==> config.mk <==
export PLATFORM = sky130hd
export DESIGN_NAME = tpc_top
export DESIGN_NICKNAME = d
export VERILOG_FILES = /design/src/tpc_top.v
export VERILOG_INCLUDE_DIRS = /design/src /design/src/src
export SDC_FILE = /design/constraint.sdc
export NUM_CORES = 1
export LEC_CHECK = 0
export BUFFER_PORTS_ARGS = -buffer_cell sky130_fd_sc_hd__buf_2
export CORE_AREA = 5 5 169 171
export DETAILED_ROUTE_END_ITERATION = 12
export DIE_AREA = 0 0 174 176
export PLACE_DENSITY = 0.7
export SYNTH_ARGS = -nofsm -noshare
export SYNTH_HDL_FRONTEND = slang
export SYNTH_SLANG_ARGS = --single-unit
==> constraint.sdc <==
create_clock -name sys_clk -period 3.2 [get_ports sys_clk]
set_input_delay 0.64 -clock sys_clk [delete_from_list [all_inputs] [get_ports sys_clk]]
set_output_delay 0.64 -clock sys_clk [all_outputs]
set_load 0.03 [all_outputs]
==> src/tpc_defs.vh <==
// constants for the timer pair and input capture block
`ifndef TPC_DEFS_VH
`define TPC_DEFS_VH

// register byte offsets on the wishbone bus
`define TPC_OFS_LO_CTL 8'h00
`define TPC_OFS_HI_CTL 8'h04
`define TPC_OFS_LO_CNT 8'h08
`define TPC_OFS_HI_CNT 8'h0c
`define TPC_OFS_CH_BASE 8'h10
`define TPC_OFS_CH_STEP 8'h08
`define TPC_OFS_CH_BUF 8'h04

// timer control fields
`define TPC_T_RUN 15
`define TPC_T_IDLE_STOP 13
`define TPC_T_GATE 6
`define TPC_T_PS_HI 5
`define TPC_T_PS_LO 4
`define TPC_T_JOIN 3
`define TPC_T_CS 1
`define TPC_LO_CTL_WMASK 16'ha07a
`define TPC_HI_CTL_WMASK 16'ha072
`define TPC_CTL_RESET 16'h0000
`define TPC_CNT_RESET 16'h0000

// prescale terminal counts for 1:1, 1:8, 1:64, 1:256
`define TPC_PS_LIM_1 8'h00
`define TPC_PS_LIM_8 8'h07
`define TPC_PS_LIM_64 8'h3f
`define TPC_PS_LIM_256 8'hff

// capture control fields
`define TPC_C_IDLE_STOP 13
`define TPC_C_TB_SEL 7
`define TPC_C_IRQ_HI 6
`define TPC_C_IRQ_LO 5
`define TPC_C_OVF 4
`define TPC_C_NE 3
`define TPC_C_MODE_HI 2
`define TPC_C_WMASK 16'h20e7

// capture modes
`define TPC_M_OFF 3'h0
`define TPC_M_EVERY 3'h1
`define TPC_M_FALL 3'h2
`define TPC_M_RISE 3'h3
`define TPC_M_RISE4 3'h4
`define TPC_M_RISE16 3'h5
`define TPC_M_UNUSED 3'h6
`define TPC_M_WAKE 3'h7

// fifo depth and rising-edge prescale terminal counts
`define TPC_FIFO_DEPTH 4
`define TPC_DIV4_LIM 4'h3
`define TPC_DIV16_LIM 4'hf

`endif

==> src/tpc_top.v <==
// timer pair with 16/32-bit operation and input capture channels on wishbone
`include "tpc_defs.vh"

module tpc_top #(
  parameter NCH = 2
) (
  input wire sys_clk,
  input wire rst,
  input wire wb_cyc_i,
  input wire wb_stb_i,
  input wire wb_we_i,
  input wire [7:0] wb_adr_i,
  input wire [3:0] wb_sel_i,
  input wire [31:0] wb_dat_i,
  output reg [31:0] wb_dat_o,
  output reg wb_ack_o,
  input wire cpu_idle,
  input wire cpu_sleep,
  input wire [1:0] external_counter_clock_pin,
  input wire [NCH-1:0] capture_pin,
  output reg lo_wrap_irq,
  output reg hi_wrap_irq,
  output reg [NCH-1:0] capture_irq,
  output reg wake_req
);

  function [7:0] ps_lim;
    input [1:0] sel;
    begin
      case (sel)
        2'h0: ps_lim = `TPC_PS_LIM_1;
        2'h1: ps_lim = `TPC_PS_LIM_8;
        2'h2: ps_lim = `TPC_PS_LIM_64;
        default: ps_lim = `TPC_PS_LIM_256;
      endcase
    end
  endfunction

  // bus handshake: one wait state, ack for one cycle
  wire req = wb_cyc_i & wb_stb_i & ~wb_ack_o;
  wire wr = req & wb_we_i;
  wire rd = req & ~wb_we_i;
  wire [15:0] wmask16 = {{8{wb_sel_i[1]}}, {8{wb_sel_i[0]}}};

  // pin synchronisers; stage 3 only feeds the edge detectors
  reg [1:0] tck_s1_reg, tck_s2_reg, tck_s3_reg;
  always @(posedge sys_clk)
  begin
    if (rst)
    begin
      tck_s1_reg <= 2'h0;
      tck_s2_reg <= 2'h0;
      tck_s3_reg <= 2'h0;
    end
    else
    begin
      tck_s1_reg <= external_counter_clock_pin;
      tck_s2_reg <= tck_s1_reg;
      tck_s3_reg <= tck_s2_reg;
    end
  end
  wire [1:0] tck_rise = tck_s2_reg & ~tck_s3_reg;

  reg [15:0] lo_ctl_reg, hi_ctl_reg, lo_cnt_reg, hi_cnt_reg;
  reg [7:0] lo_ps_reg, hi_ps_reg;

  wire join_en = lo_ctl_reg[`TPC_T_JOIN];
  wire lo_sel_ext = lo_ctl_reg[`TPC_T_CS];
  wire hi_sel_ext = hi_ctl_reg[`TPC_T_CS];
  // gated accumulation counts while the timer's pin is high
  wire lo_src = lo_sel_ext ? tck_rise[0] :
                (lo_ctl_reg[`TPC_T_GATE] ? tck_s2_reg[0] : 1'b1);
  wire hi_src = hi_sel_ext ? tck_rise[1] :
                (hi_ctl_reg[`TPC_T_GATE] ? tck_s2_reg[1] : 1'b1);
  // joined pair honours either idle-stop bit, the upper one stays meaningful
  wire lo_idle_halt = cpu_idle & (lo_ctl_reg[`TPC_T_IDLE_STOP] |
                      (join_en & hi_ctl_reg[`TPC_T_IDLE_STOP]));
  wire hi_idle_halt = cpu_idle & hi_ctl_reg[`TPC_T_IDLE_STOP];
  wire lo_go = lo_ctl_reg[`TPC_T_RUN] & ~lo_idle_halt & lo_src;
  wire hi_go = hi_ctl_reg[`TPC_T_RUN] & ~join_en & ~hi_idle_halt & hi_src;
  wire lo_tick = lo_go & (lo_ps_reg == ps_lim(lo_ctl_reg[5:4]));
  wire hi_tick_own = hi_go & (hi_ps_reg == ps_lim(hi_ctl_reg[5:4]));
  wire lo_carry = lo_tick & (lo_cnt_reg == 16'hffff);
  wire hi_tick = join_en ? lo_carry : hi_tick_own;

  wire wr_lo_ctl = wr & (wb_adr_i == `TPC_OFS_LO_CTL);
  wire wr_hi_ctl = wr & (wb_adr_i == `TPC_OFS_HI_CTL);
  wire wr_lo_cnt = wr & (wb_adr_i == `TPC_OFS_LO_CNT);
  wire wr_hi_cnt = wr & (wb_adr_i == `TPC_OFS_HI_CNT);
  wire [15:0] lo_wm = wmask16 & `TPC_LO_CTL_WMASK;
  wire [15:0] hi_wm = wmask16 & `TPC_HI_CTL_WMASK;

  always @(posedge sys_clk)
  begin
    if (rst)
    begin
      lo_ctl_reg <= `TPC_CTL_RESET;
      hi_ctl_reg <= `TPC_CTL_RESET;
      lo_cnt_reg <= `TPC_CNT_RESET;
      hi_cnt_reg <= `TPC_CNT_RESET;
      lo_ps_reg <= 8'h00;
      hi_ps_reg <= 8'h00;
      lo_wrap_irq <= 1'b0;
      hi_wrap_irq <= 1'b0;
    end
    else
    begin
      if (wr_lo_ctl)
        lo_ctl_reg <= (lo_ctl_reg & ~lo_wm) | (wb_dat_i[15:0] & lo_wm);
      if (wr_hi_ctl)
        hi_ctl_reg <= (hi_ctl_reg & ~hi_wm) | (wb_dat_i[15:0] & hi_wm);
      // prescaler restarts whenever its run bit is clear
      if (!lo_ctl_reg[`TPC_T_RUN])
        lo_ps_reg <= 8'h00;
      else if (lo_tick)
        lo_ps_reg <= 8'h00;
      else if (lo_go)
        lo_ps_reg <= lo_ps_reg + 8'h01;
      if (!hi_ctl_reg[`TPC_T_RUN] || join_en)
        hi_ps_reg <= 8'h00;
      else if (hi_tick_own)
        hi_ps_reg <= 8'h00;
      else if (hi_go)
        hi_ps_reg <= hi_ps_reg + 8'h01;
      // a software write wins over a count in the same cycle
      if (wr_lo_cnt)
        lo_cnt_reg <= (lo_cnt_reg & ~wmask16) | (wb_dat_i[15:0] & wmask16);
      else if (lo_tick)
        lo_cnt_reg <= lo_cnt_reg + 16'h0001;
      if (wr_hi_cnt)
        hi_cnt_reg <= (hi_cnt_reg & ~wmask16) | (wb_dat_i[15:0] & wmask16);
      else if (hi_tick)
        hi_cnt_reg <= hi_cnt_reg + 16'h0001;
      lo_wrap_irq <= lo_carry & ~join_en;
      hi_wrap_irq <= hi_tick & (hi_cnt_reg == 16'hffff);
    end
  end

  // capture channels
  wire [NCH*16-1:0] ch_ctl_flat;
  wire [NCH*16-1:0] ch_head_flat;
  wire [NCH-1:0] ch_wake;
  wire [NCH-1:0] ch_irq;

  genvar i;
  generate
    for (i = 0; i < NCH; i = i + 1)
    begin : g_ch
      localparam [31:0] CTL_OFS_W = `TPC_OFS_CH_BASE + i * `TPC_OFS_CH_STEP;
      localparam [7:0] CTL_OFS = CTL_OFS_W[7:0];
      localparam [7:0] BUF_OFS = CTL_OFS + `TPC_OFS_CH_BUF;
      reg s1_reg, s2_reg, s3_reg;
      reg [15:0] ctl_reg;
      reg [15:0] mem_reg [0:`TPC_FIFO_DEPTH-1];
      reg [1:0] wp_reg, rp_reg;
      reg [2:0] cnt_reg;
      reg ovf_reg;
      reg [3:0] div_reg;
      reg [1:0] irq_cnt_reg;
      reg irq_reg, wake_reg;

      wire [2:0] mode = ctl_reg[`TPC_C_MODE_HI:0];
      wire rise = s2_reg & ~s3_reg;
      wire fall = ~s2_reg & s3_reg;
      wire low_power = cpu_idle | cpu_sleep;
      wire halted = cpu_idle & ctl_reg[`TPC_C_IDLE_STOP];
      wire wr_ctl = wr & (wb_adr_i == CTL_OFS);
      wire [15:0] wm = wmask16 & `TPC_C_WMASK;
      wire full = (cnt_reg == `TPC_FIFO_DEPTH);
      wire not_empty = (cnt_reg != 3'h0);
      wire pop = rd & (wb_adr_i == BUF_OFS) & not_empty;
      reg event_hit;

      always @*
      begin
        event_hit = 1'b0;
        case (mode)
          `TPC_M_EVERY: event_hit = rise | fall;
          `TPC_M_FALL: event_hit = fall;
          `TPC_M_RISE: event_hit = rise;
          `TPC_M_RISE4: event_hit = rise & (div_reg[1:0] == `TPC_DIV4_LIM);
          `TPC_M_RISE16: event_hit = rise & (div_reg == `TPC_DIV16_LIM);
          default: event_hit = 1'b0;
        endcase
      end
      wire cap = event_hit & ~halted;
      wire [15:0] tb = ctl_reg[`TPC_C_TB_SEL] ? lo_cnt_reg : hi_cnt_reg;
      wire push = cap & ~full;
      // mode 001 ignores the count field and interrupts on every capture
      wire [1:0] irq_lim = (mode == `TPC_M_EVERY) ? 2'h0 :
                           ctl_reg[`TPC_C_IRQ_HI:`TPC_C_IRQ_LO];
      wire wake_edge = (mode == `TPC_M_WAKE) & rise & low_power;

      always @(posedge sys_clk)
      begin
        if (rst)
        begin
          s1_reg <= 1'b0;
          s2_reg <= 1'b0;
          s3_reg <= 1'b0;
          ctl_reg <= `TPC_CTL_RESET;
          wp_reg <= 2'h0;
          rp_reg <= 2'h0;
          cnt_reg <= 3'h0;
          ovf_reg <= 1'b0;
          div_reg <= 4'h0;
          irq_cnt_reg <= 2'h0;
          irq_reg <= 1'b0;
          wake_reg <= 1'b0;
        end
        else
        begin
          s1_reg <= capture_pin[i];
          s2_reg <= s1_reg;
          s3_reg <= s2_reg;
          if (wr_ctl)
            ctl_reg <= (ctl_reg & ~wm) | (wb_dat_i[15:0] & wm);
          // a control write restarts edge and interrupt counting
          if (wr_ctl)
            div_reg <= 4'h0;
          else if (rise && !halted && (mode == `TPC_M_RISE4 || mode == `TPC_M_RISE16))
            div_reg <= event_hit ? 4'h0 : div_reg + 4'h1;
          if (push)
            wp_reg <= wp_reg + 2'h1;
          if (pop)
            rp_reg <= rp_reg + 2'h1;
          if (push && !pop)
            cnt_reg <= cnt_reg + 3'h1;
          else if (pop && !push)
            cnt_reg <= cnt_reg - 3'h1;
          // a lost capture sets overflow; a pop clears it, the set wins
          if (cap && full)
            ovf_reg <= 1'b1;
          else if (pop || mode == `TPC_M_OFF)
            ovf_reg <= 1'b0;
          if (wr_ctl)
            irq_cnt_reg <= 2'h0;
          else if (push)
            irq_cnt_reg <= (irq_cnt_reg == irq_lim) ? 2'h0 : irq_cnt_reg + 2'h1;
          irq_reg <= (push && irq_cnt_reg == irq_lim) || wake_edge;
          wake_reg <= (cap & low_power) | wake_edge;
        end
      end

      always @(posedge sys_clk)
      begin
        if (push)
          mem_reg[wp_reg] <= tb;
      end

      assign ch_ctl_flat[i*16 +: 16] = {ctl_reg[15:5], ovf_reg, not_empty,
                                        ctl_reg[2:0]};
      assign ch_head_flat[i*16 +: 16] = not_empty ? mem_reg[rp_reg] : 16'h0000;
      assign ch_irq[i] = irq_reg;
      assign ch_wake[i] = wake_reg;
    end
  endgenerate

  // read mux; unmapped offsets answer with zero
  reg [15:0] rd_data;
  integer k;
  always @*
  begin
    rd_data = 16'h0000;
    case (wb_adr_i)
      `TPC_OFS_LO_CTL: rd_data = lo_ctl_reg;
      `TPC_OFS_HI_CTL: rd_data = hi_ctl_reg;
      `TPC_OFS_LO_CNT: rd_data = lo_cnt_reg;
      `TPC_OFS_HI_CNT: rd_data = hi_cnt_reg;
      default: rd_data = 16'h0000;
    endcase
    for (k = 0; k < NCH; k = k + 1)
    begin
      if (wb_adr_i == `TPC_OFS_CH_BASE + k[7:0] * `TPC_OFS_CH_STEP)
        rd_data = ch_ctl_flat[k*16 +: 16];
      if (wb_adr_i == `TPC_OFS_CH_BASE + k[7:0] * `TPC_OFS_CH_STEP + `TPC_OFS_CH_BUF)
        rd_data = ch_head_flat[k*16 +: 16];
    end
  end

  always @(posedge sys_clk)
  begin
    if (rst)
    begin
      wb_ack_o <= 1'b0;
      wb_dat_o <= 32'h00000000;
      capture_irq <= {NCH{1'b0}};
      wake_req <= 1'b0;
    end
    else
    begin
      wb_ack_o <= req;
      if (rd)
        wb_dat_o <= {16'h0000, rd_data};
      capture_irq <= ch_irq;
      wake_req <= |ch_wake;
    end
  end

endmodule // tpc_top

# [Word level (Yosys, flattened, before mapping)]
# Memories as Yosys holds them, arrays and structs flattened. A register that Yosys moved wholly into a read port is not among the register bits.
# Cells that the tools add are included.
# W data, S select, Z words.
[word_totals] out_inout_bits=38 ramBits=128 mem_count=2 register_bits=178
[mem_list] memory="g_ch[0].mem_reg" depth=4 word_bits=16 rd=1 rd_ports_with_merged_regs=1 write_ports=1 line_no="tpc_top.v:154" text="reg [15:0] mem_reg [0:`TPC_FIFO_DEPTH-1];"
[mem_list] memory="g_ch[1].mem_reg" depth=4 word_bits=16 rd=1 rd_ports_with_merged_regs=1 write_ports=1 line_no="tpc_top.v:154"
[op_classes] n_eq_ne=35 bitwise=89 mux=44 n_reduce_logical=44 n_addsub=16
[op_table] operator="$mux W16" count=12
[op_table] operator="$and A16 B16 Y16" count=9
[op_table] operator="$or A16 B16 Y16" count=6
[op_table] operator="$pmux W16 S4" count=1
[op_table] operator="$not A16 Y16" count=3
[op_table] operator="$pmux W8 S3" count=2
[op_table] operator="$and A1 B1 Y1" count=47
[op_table] operator="$add A16 B1 Y16 const B" count=2
[op_table] operator="$eq A16 B16 Y1 const B" count=2
[op_table] operator="$eq A8 B5 Y1 const B" count=4
[op_table] operator="$eq A3 B3 Y1 const B" count=8
[op_table] operator="$add A8 B1 Y8 const B" count=2
[op_table] operator="$and A16 B14 Y16" count=1
[op_table] operator="$eq A8 B4 Y1 const B" count=2
[op_table] operator="$eq A8 B8 Y1" count=2
[op_table] operator="$mux W2" count=8
[op_table] operator="$not A14 Y16" count=1
[op_table] operator="$not A1 Y1" count=14
[op_table] operator="$mux W1" count=13
[op_table] operator="$add A2 B1 Y2 const B" count=6
[op_table] operator="$eq A3 B2 Y1 const B" count=4
[op_table] operator="$logic_and A1 B1 Y1" count=12
[op_table] operator="$mux W3" count=4
[op_table] operator="$reduce_bool A2 Y1" count=6
[op_table] operator="other kinds (22)" count=57

# [Depth between registers and ports, before layout]
[depth] word_depth=11 depth_mapped=12

# [Worst setup path after synthesis]
# No wires, ideal clock.
[synth_timing] path_kind="input to register" start="input port wb_adr_i[4]" end="register g_ch[1].cnt_reg[2]" setup_time_ns=0.070 arrival_ns=3.035 cell_stages=12 setup_slack_ns=0.094 n_path_buf=2 path_cell_list="buf_6 -> or4b_2 -> nor4_4 -> and2_1 -> clkbuf_1 -> inv_1 -> ha_1 -> inv_1 -> fa_1 -> xor2_1 -> or3_1 -> a21oi_1"
[synth_between] elab_chain_len=6 word_cells_on_any_way=8
[synth_lines] item="start, declared" line_no="tpc_top.v:12" text="input wire [7:0] wb_adr_i,"
[synth_lines] item="$eq A8 B5 Y1 *" line_no="tpc_top.v:171" text="wire pop = rd & (wb_adr_i == BUF_OFS) & not_empty;"
[synth_lines] item="$and A1 B1 Y1 * (2 in a row)" line_no="tpc_top.v:171"
[synth_lines] item="$logic_not A1 Y1" line_no="tpc_top.v:227" text="if (push && !pop)"
[synth_lines] item="$logic_and A1 B1 Y1" line_no="tpc_top.v:227"
[synth_lines] item="$mux W3 / $reduce_bool A2 Y1 (equally long branches)"
[synth_lines] item="end signal, assigned" line_no="tpc_top.v:228" text="cnt_reg <= cnt_reg + 3'h1;"
[synth_lines] item="end signal, assigned" line_no="tpc_top.v:230" text="cnt_reg <= cnt_reg - 3'h1;"
[synth_lines] item="end, declared" line_no="tpc_top.v:156" text="reg [2:0] cnt_reg;"
# Mark *: on every way between the ends. The rest lies on a longest branch, timed or not.
# A chain may end at the register's enable or synchronous reset.

# [Final worst setup path]
[layout_timing] start="register g_ch[0].s2_reg" end="register g_ch[0].cnt_reg[2]"
[layout_between] elab_chain_len=9 word_cells_on_any_way=14
[layout_lines] item="start, declared" line_no="tpc_top.v:152" text="reg s1_reg, s2_reg, s3_reg;"
[layout_lines] item="start signal, assigned" line_no="tpc_top.v:214" text="s2_reg <= s1_reg;"
[layout_lines] item="$not A1 Y1" line_no="tpc_top.v:164" text="wire fall = ~s2_reg & s3_reg;"
[layout_lines] item="$and A1 B1 Y1" line_no="tpc_top.v:164"
[layout_lines] item="$or A1 B1 Y1" line_no="tpc_top.v:178" text="`TPC_M_EVERY: event_hit = rise | fall;"
[layout_lines] item="$pmux W1 S5 *" line_no="tpc_top.v:177" text="case (mode)"
[layout_lines] item="$and A1 B1 Y1 *" line_no="tpc_top.v:186" text="wire cap = event_hit & ~halted;"
[layout_lines] item="$and A1 B1 Y1 *" line_no="tpc_top.v:188" text="wire push = cap & ~full;"
[layout_lines] item="via g_ch[0].push" line_no="tpc_top.v:188"
[layout_lines] item="$logic_not A1 Y1" line_no="tpc_top.v:229" text="else if (pop && !push)"
[layout_lines] item="$logic_and A1 B1 Y1" line_no="tpc_top.v:229"
[layout_lines] item="$reduce_bool A2 Y1 (no line)"
[layout_lines] item="end signal, assigned" line_no="tpc_top.v:228"
[layout_lines] item="end signal, assigned" line_no="tpc_top.v:230"
[layout_lines] item="end, declared" line_no="tpc_top.v:156"
# Mark *: on every way through the listed nets, which the timed path passes. The rest lies on a longest branch.

==> flow_summary.ini <==
[status]
status = finished, final reports clean

[clocking]
cts_resized = 0
ctsHoldBuffers = 0
postCtsSetupBuffers = 0
htreeDepth = 1
numClockSinks = 273
cts_tree = built
clk_latency_ns = 0.56
ctsLongestPathBuffers = 3
clock-root-buffer = clkbuf_16
clk_transition_reported_paths_ns = 0.06
cts_made_buffers = 29

[layout]
area_growth_pct = 13.5
final_cells = 1629
final_nets = 1341
multi_input_area_um2 = 5920
drive_above_1_share_pct = 18.6
fillers = 2221
area.sequential_um2 = 6750
finish.utilization_pct = 55.9

[routing]
wire_per_inst_um = 20.9
ant_nets = 0
vias = 9893
drc = 0
viasPerCell = 6.07
drt_iter0_drc = 1147
drt-total-wl_um = 34000
first_pass_iters = 8

[yosys]
synth_edf_count = 128
synth_area_per_cell_um2 = 10.9
ys_async_sr_fraction_pct = 0
synth_top_area_share_pct = 29.2
yosys_register_bits = 273
synth.area.top_cells = edfxtp_1, dfxtp_1, mux4_2
yosysUniqueCellTypes = 79
yosysWarnings = 0
synth_flop_cell = dfxtp_1
yosysSeqAreaShare_pct = 51.3
yosysMostFrequentCell = nor2_1
yosys-top-cells-count = nor2_1, dfxtp_1, edfxtp_1
synth_area_um2 = 13200
syn_inst = 1203
synth_area_leader_cell = edfxtp_1

[worst_hold_path]
hold_class = in2reg

[global_routing]
grt_pass1_wl_um = 53200
grt_usage_pct = 21.7
antenna_found_initial = 1
grt_max_degree = 78
grt_pass1_vias = 9433
grt_overflow = 0

[job]
maxCapViolCount = 0

[critical_path]
path_max_fanout = 2
critPathCaptureType = register
max_stage_delay_ns = 0.37
critPathTopFamily = adder cells
critPathArrivalTime_ns = 3.32
path_buf_inv = 2
crit_required_ns = 3.69
cp-start-kind = register
crit_path_cell_trace = inv_1 > ha_1 > or3_1 > a21boi_0 > o211ai_1 > a21oi_2 > ha_1 > inv_1 > fa_1 > xor2_1 > or3_1 > a21oi_1
cp_slowest_cell = fa_1
worstSetupPathType = reg2reg

[sta]
min_period_ns = 2.83
slew_violations = 0
skew_ns = 0.0146
fmax_mhz = 353
rsz0062_at_grt = no
max_slew_margin_pct = 41.1
tightest_slew_ns = 0.882
tns_ns = 0
period_share_pct = 88.5
report.final.setup_viol = 0
setup_slack_ns = 0.367
final_hold_viol_count = 0

[floorplan]
die_area_um2 = 30600
rows = 60
ios = 93
die_x_um = 174
initial_core_util_pct = 49.2
dieHeight_um = 176
coreArea_um2 = 26700

[placed_design]
dpl.cell_count = 1574
place_ws_ns = 0.0110
dp_hpwl_um = 24200
port_buffers = 58
place_congestion = 0.939

[power]
p_total_w = 0.00755
p_per_area_nw_per_um2 = 505
p_leak_nw = 5.49
ir_drop_v = 0.000504
## stage by stage
| stage | hold slack [ns] | cell area, µm² |
|---|---|---|
| 3_5_place_dp | 0.426 | 13900 |
| 6_report | 0.298 | 14900 |
| 5_1_grt | 0.311 | 14900 |
| 3_3_place_gp | 0.418 | 13900 |
| 4_1_cts | 0.286 | 14900 |
| 2_1_floorplan | 0.411 | 13200 |
## metal layers
metal  share of wire (%)  vias to the layer above  global-route usage [%]
li1                    -                     4568                       -
met1                  41                     4814                    28.8
met2                  47                      425                    36.1
met3                 6.5                       86                    2.83
met4                 4.7                        0                    9.37
met5                   0                        -                       0
## cell usage in the layout, fill, tap and decap left out, drive strengths merged, types with 24 or more instances in the layout
cell / instances
dfxtp: 145
o21ai: 29
a21oi: 53
buf: 107
nor2: 146
a211oi: 24
nor3: 30
nand3: 37
inv: 25
mux4: 32
mux2: 32
nand2: 74
mux2i: 47
edfxtp: 128
and2: 24
clkbuf: 46
## where the power goes
| group | switching (W) | internal [W] |
|---|---|---|
| Combinational | 0.000172 | 0.0000624 |
| Clock | 0.00138 | 0.00229 |
| Sequential | 0.00000810 | 0.00364 |
## final cells by class
| class | count | area share (%) |
|---|---|---|
| diodes | 1 | 0.0168 |
| clock buffers | 46 | 5.89 |
| clock inverters | 8 | 1.23 |
| inverters | 24 | 0.603 |
| multi-input cells | 829 | 39.6 |
| flip-flops and latches | 273 | 45.2 |
| well taps | 341 | 2.86 |
| repair buffers | 107 | 4.59 |
## cell families after synthesis
family | count (synthesis) | share of synthesized area [%]
and+or+nand+nor | 432 | 16.9
buffers and inverters | 116 | 4.20
adders and majority gates | 22 | 2.21
xor gates and xnor gates | 38 | 2.53
DFF | 273 | 51.3
AOI/OAI and AO/OA | 210 | 11.1
other | 1 | 0.0285
muxes | 111 | 11.8
## worst reg2reg max path: stages, from the launching register on
cell	delay [ns]
dfxtp_1	0.34
inv_1	0.06
ha_1	0.27
or3_1	0.29
a21boi_0	0.18
o211ai_1	0.20
a21oi_2	0.18
ha_1	0.19
inv_1	0.06
fa_1	0.37
xor2_1	0.17
or3_1	0.31
a21oi_1	0.15
## worst paths after layout
path / slack [ns] / start / end / depth (start not counted)
worst max-delay path: 0.37 / g_ch[0].s2_reg / g_ch[0].cnt_reg[2] / 12
worst min-delay path: 0.30 / capture_pin[1] / g_ch[1].s1_reg / 2
worst max register to register: 0.37 / g_ch[0].s2_reg / g_ch[0].cnt_reg[2] / 12
worst min register to register: 0.44 / g_ch[0].wake_reg / wake_req / 2
(Power assumes the default switching activity.)
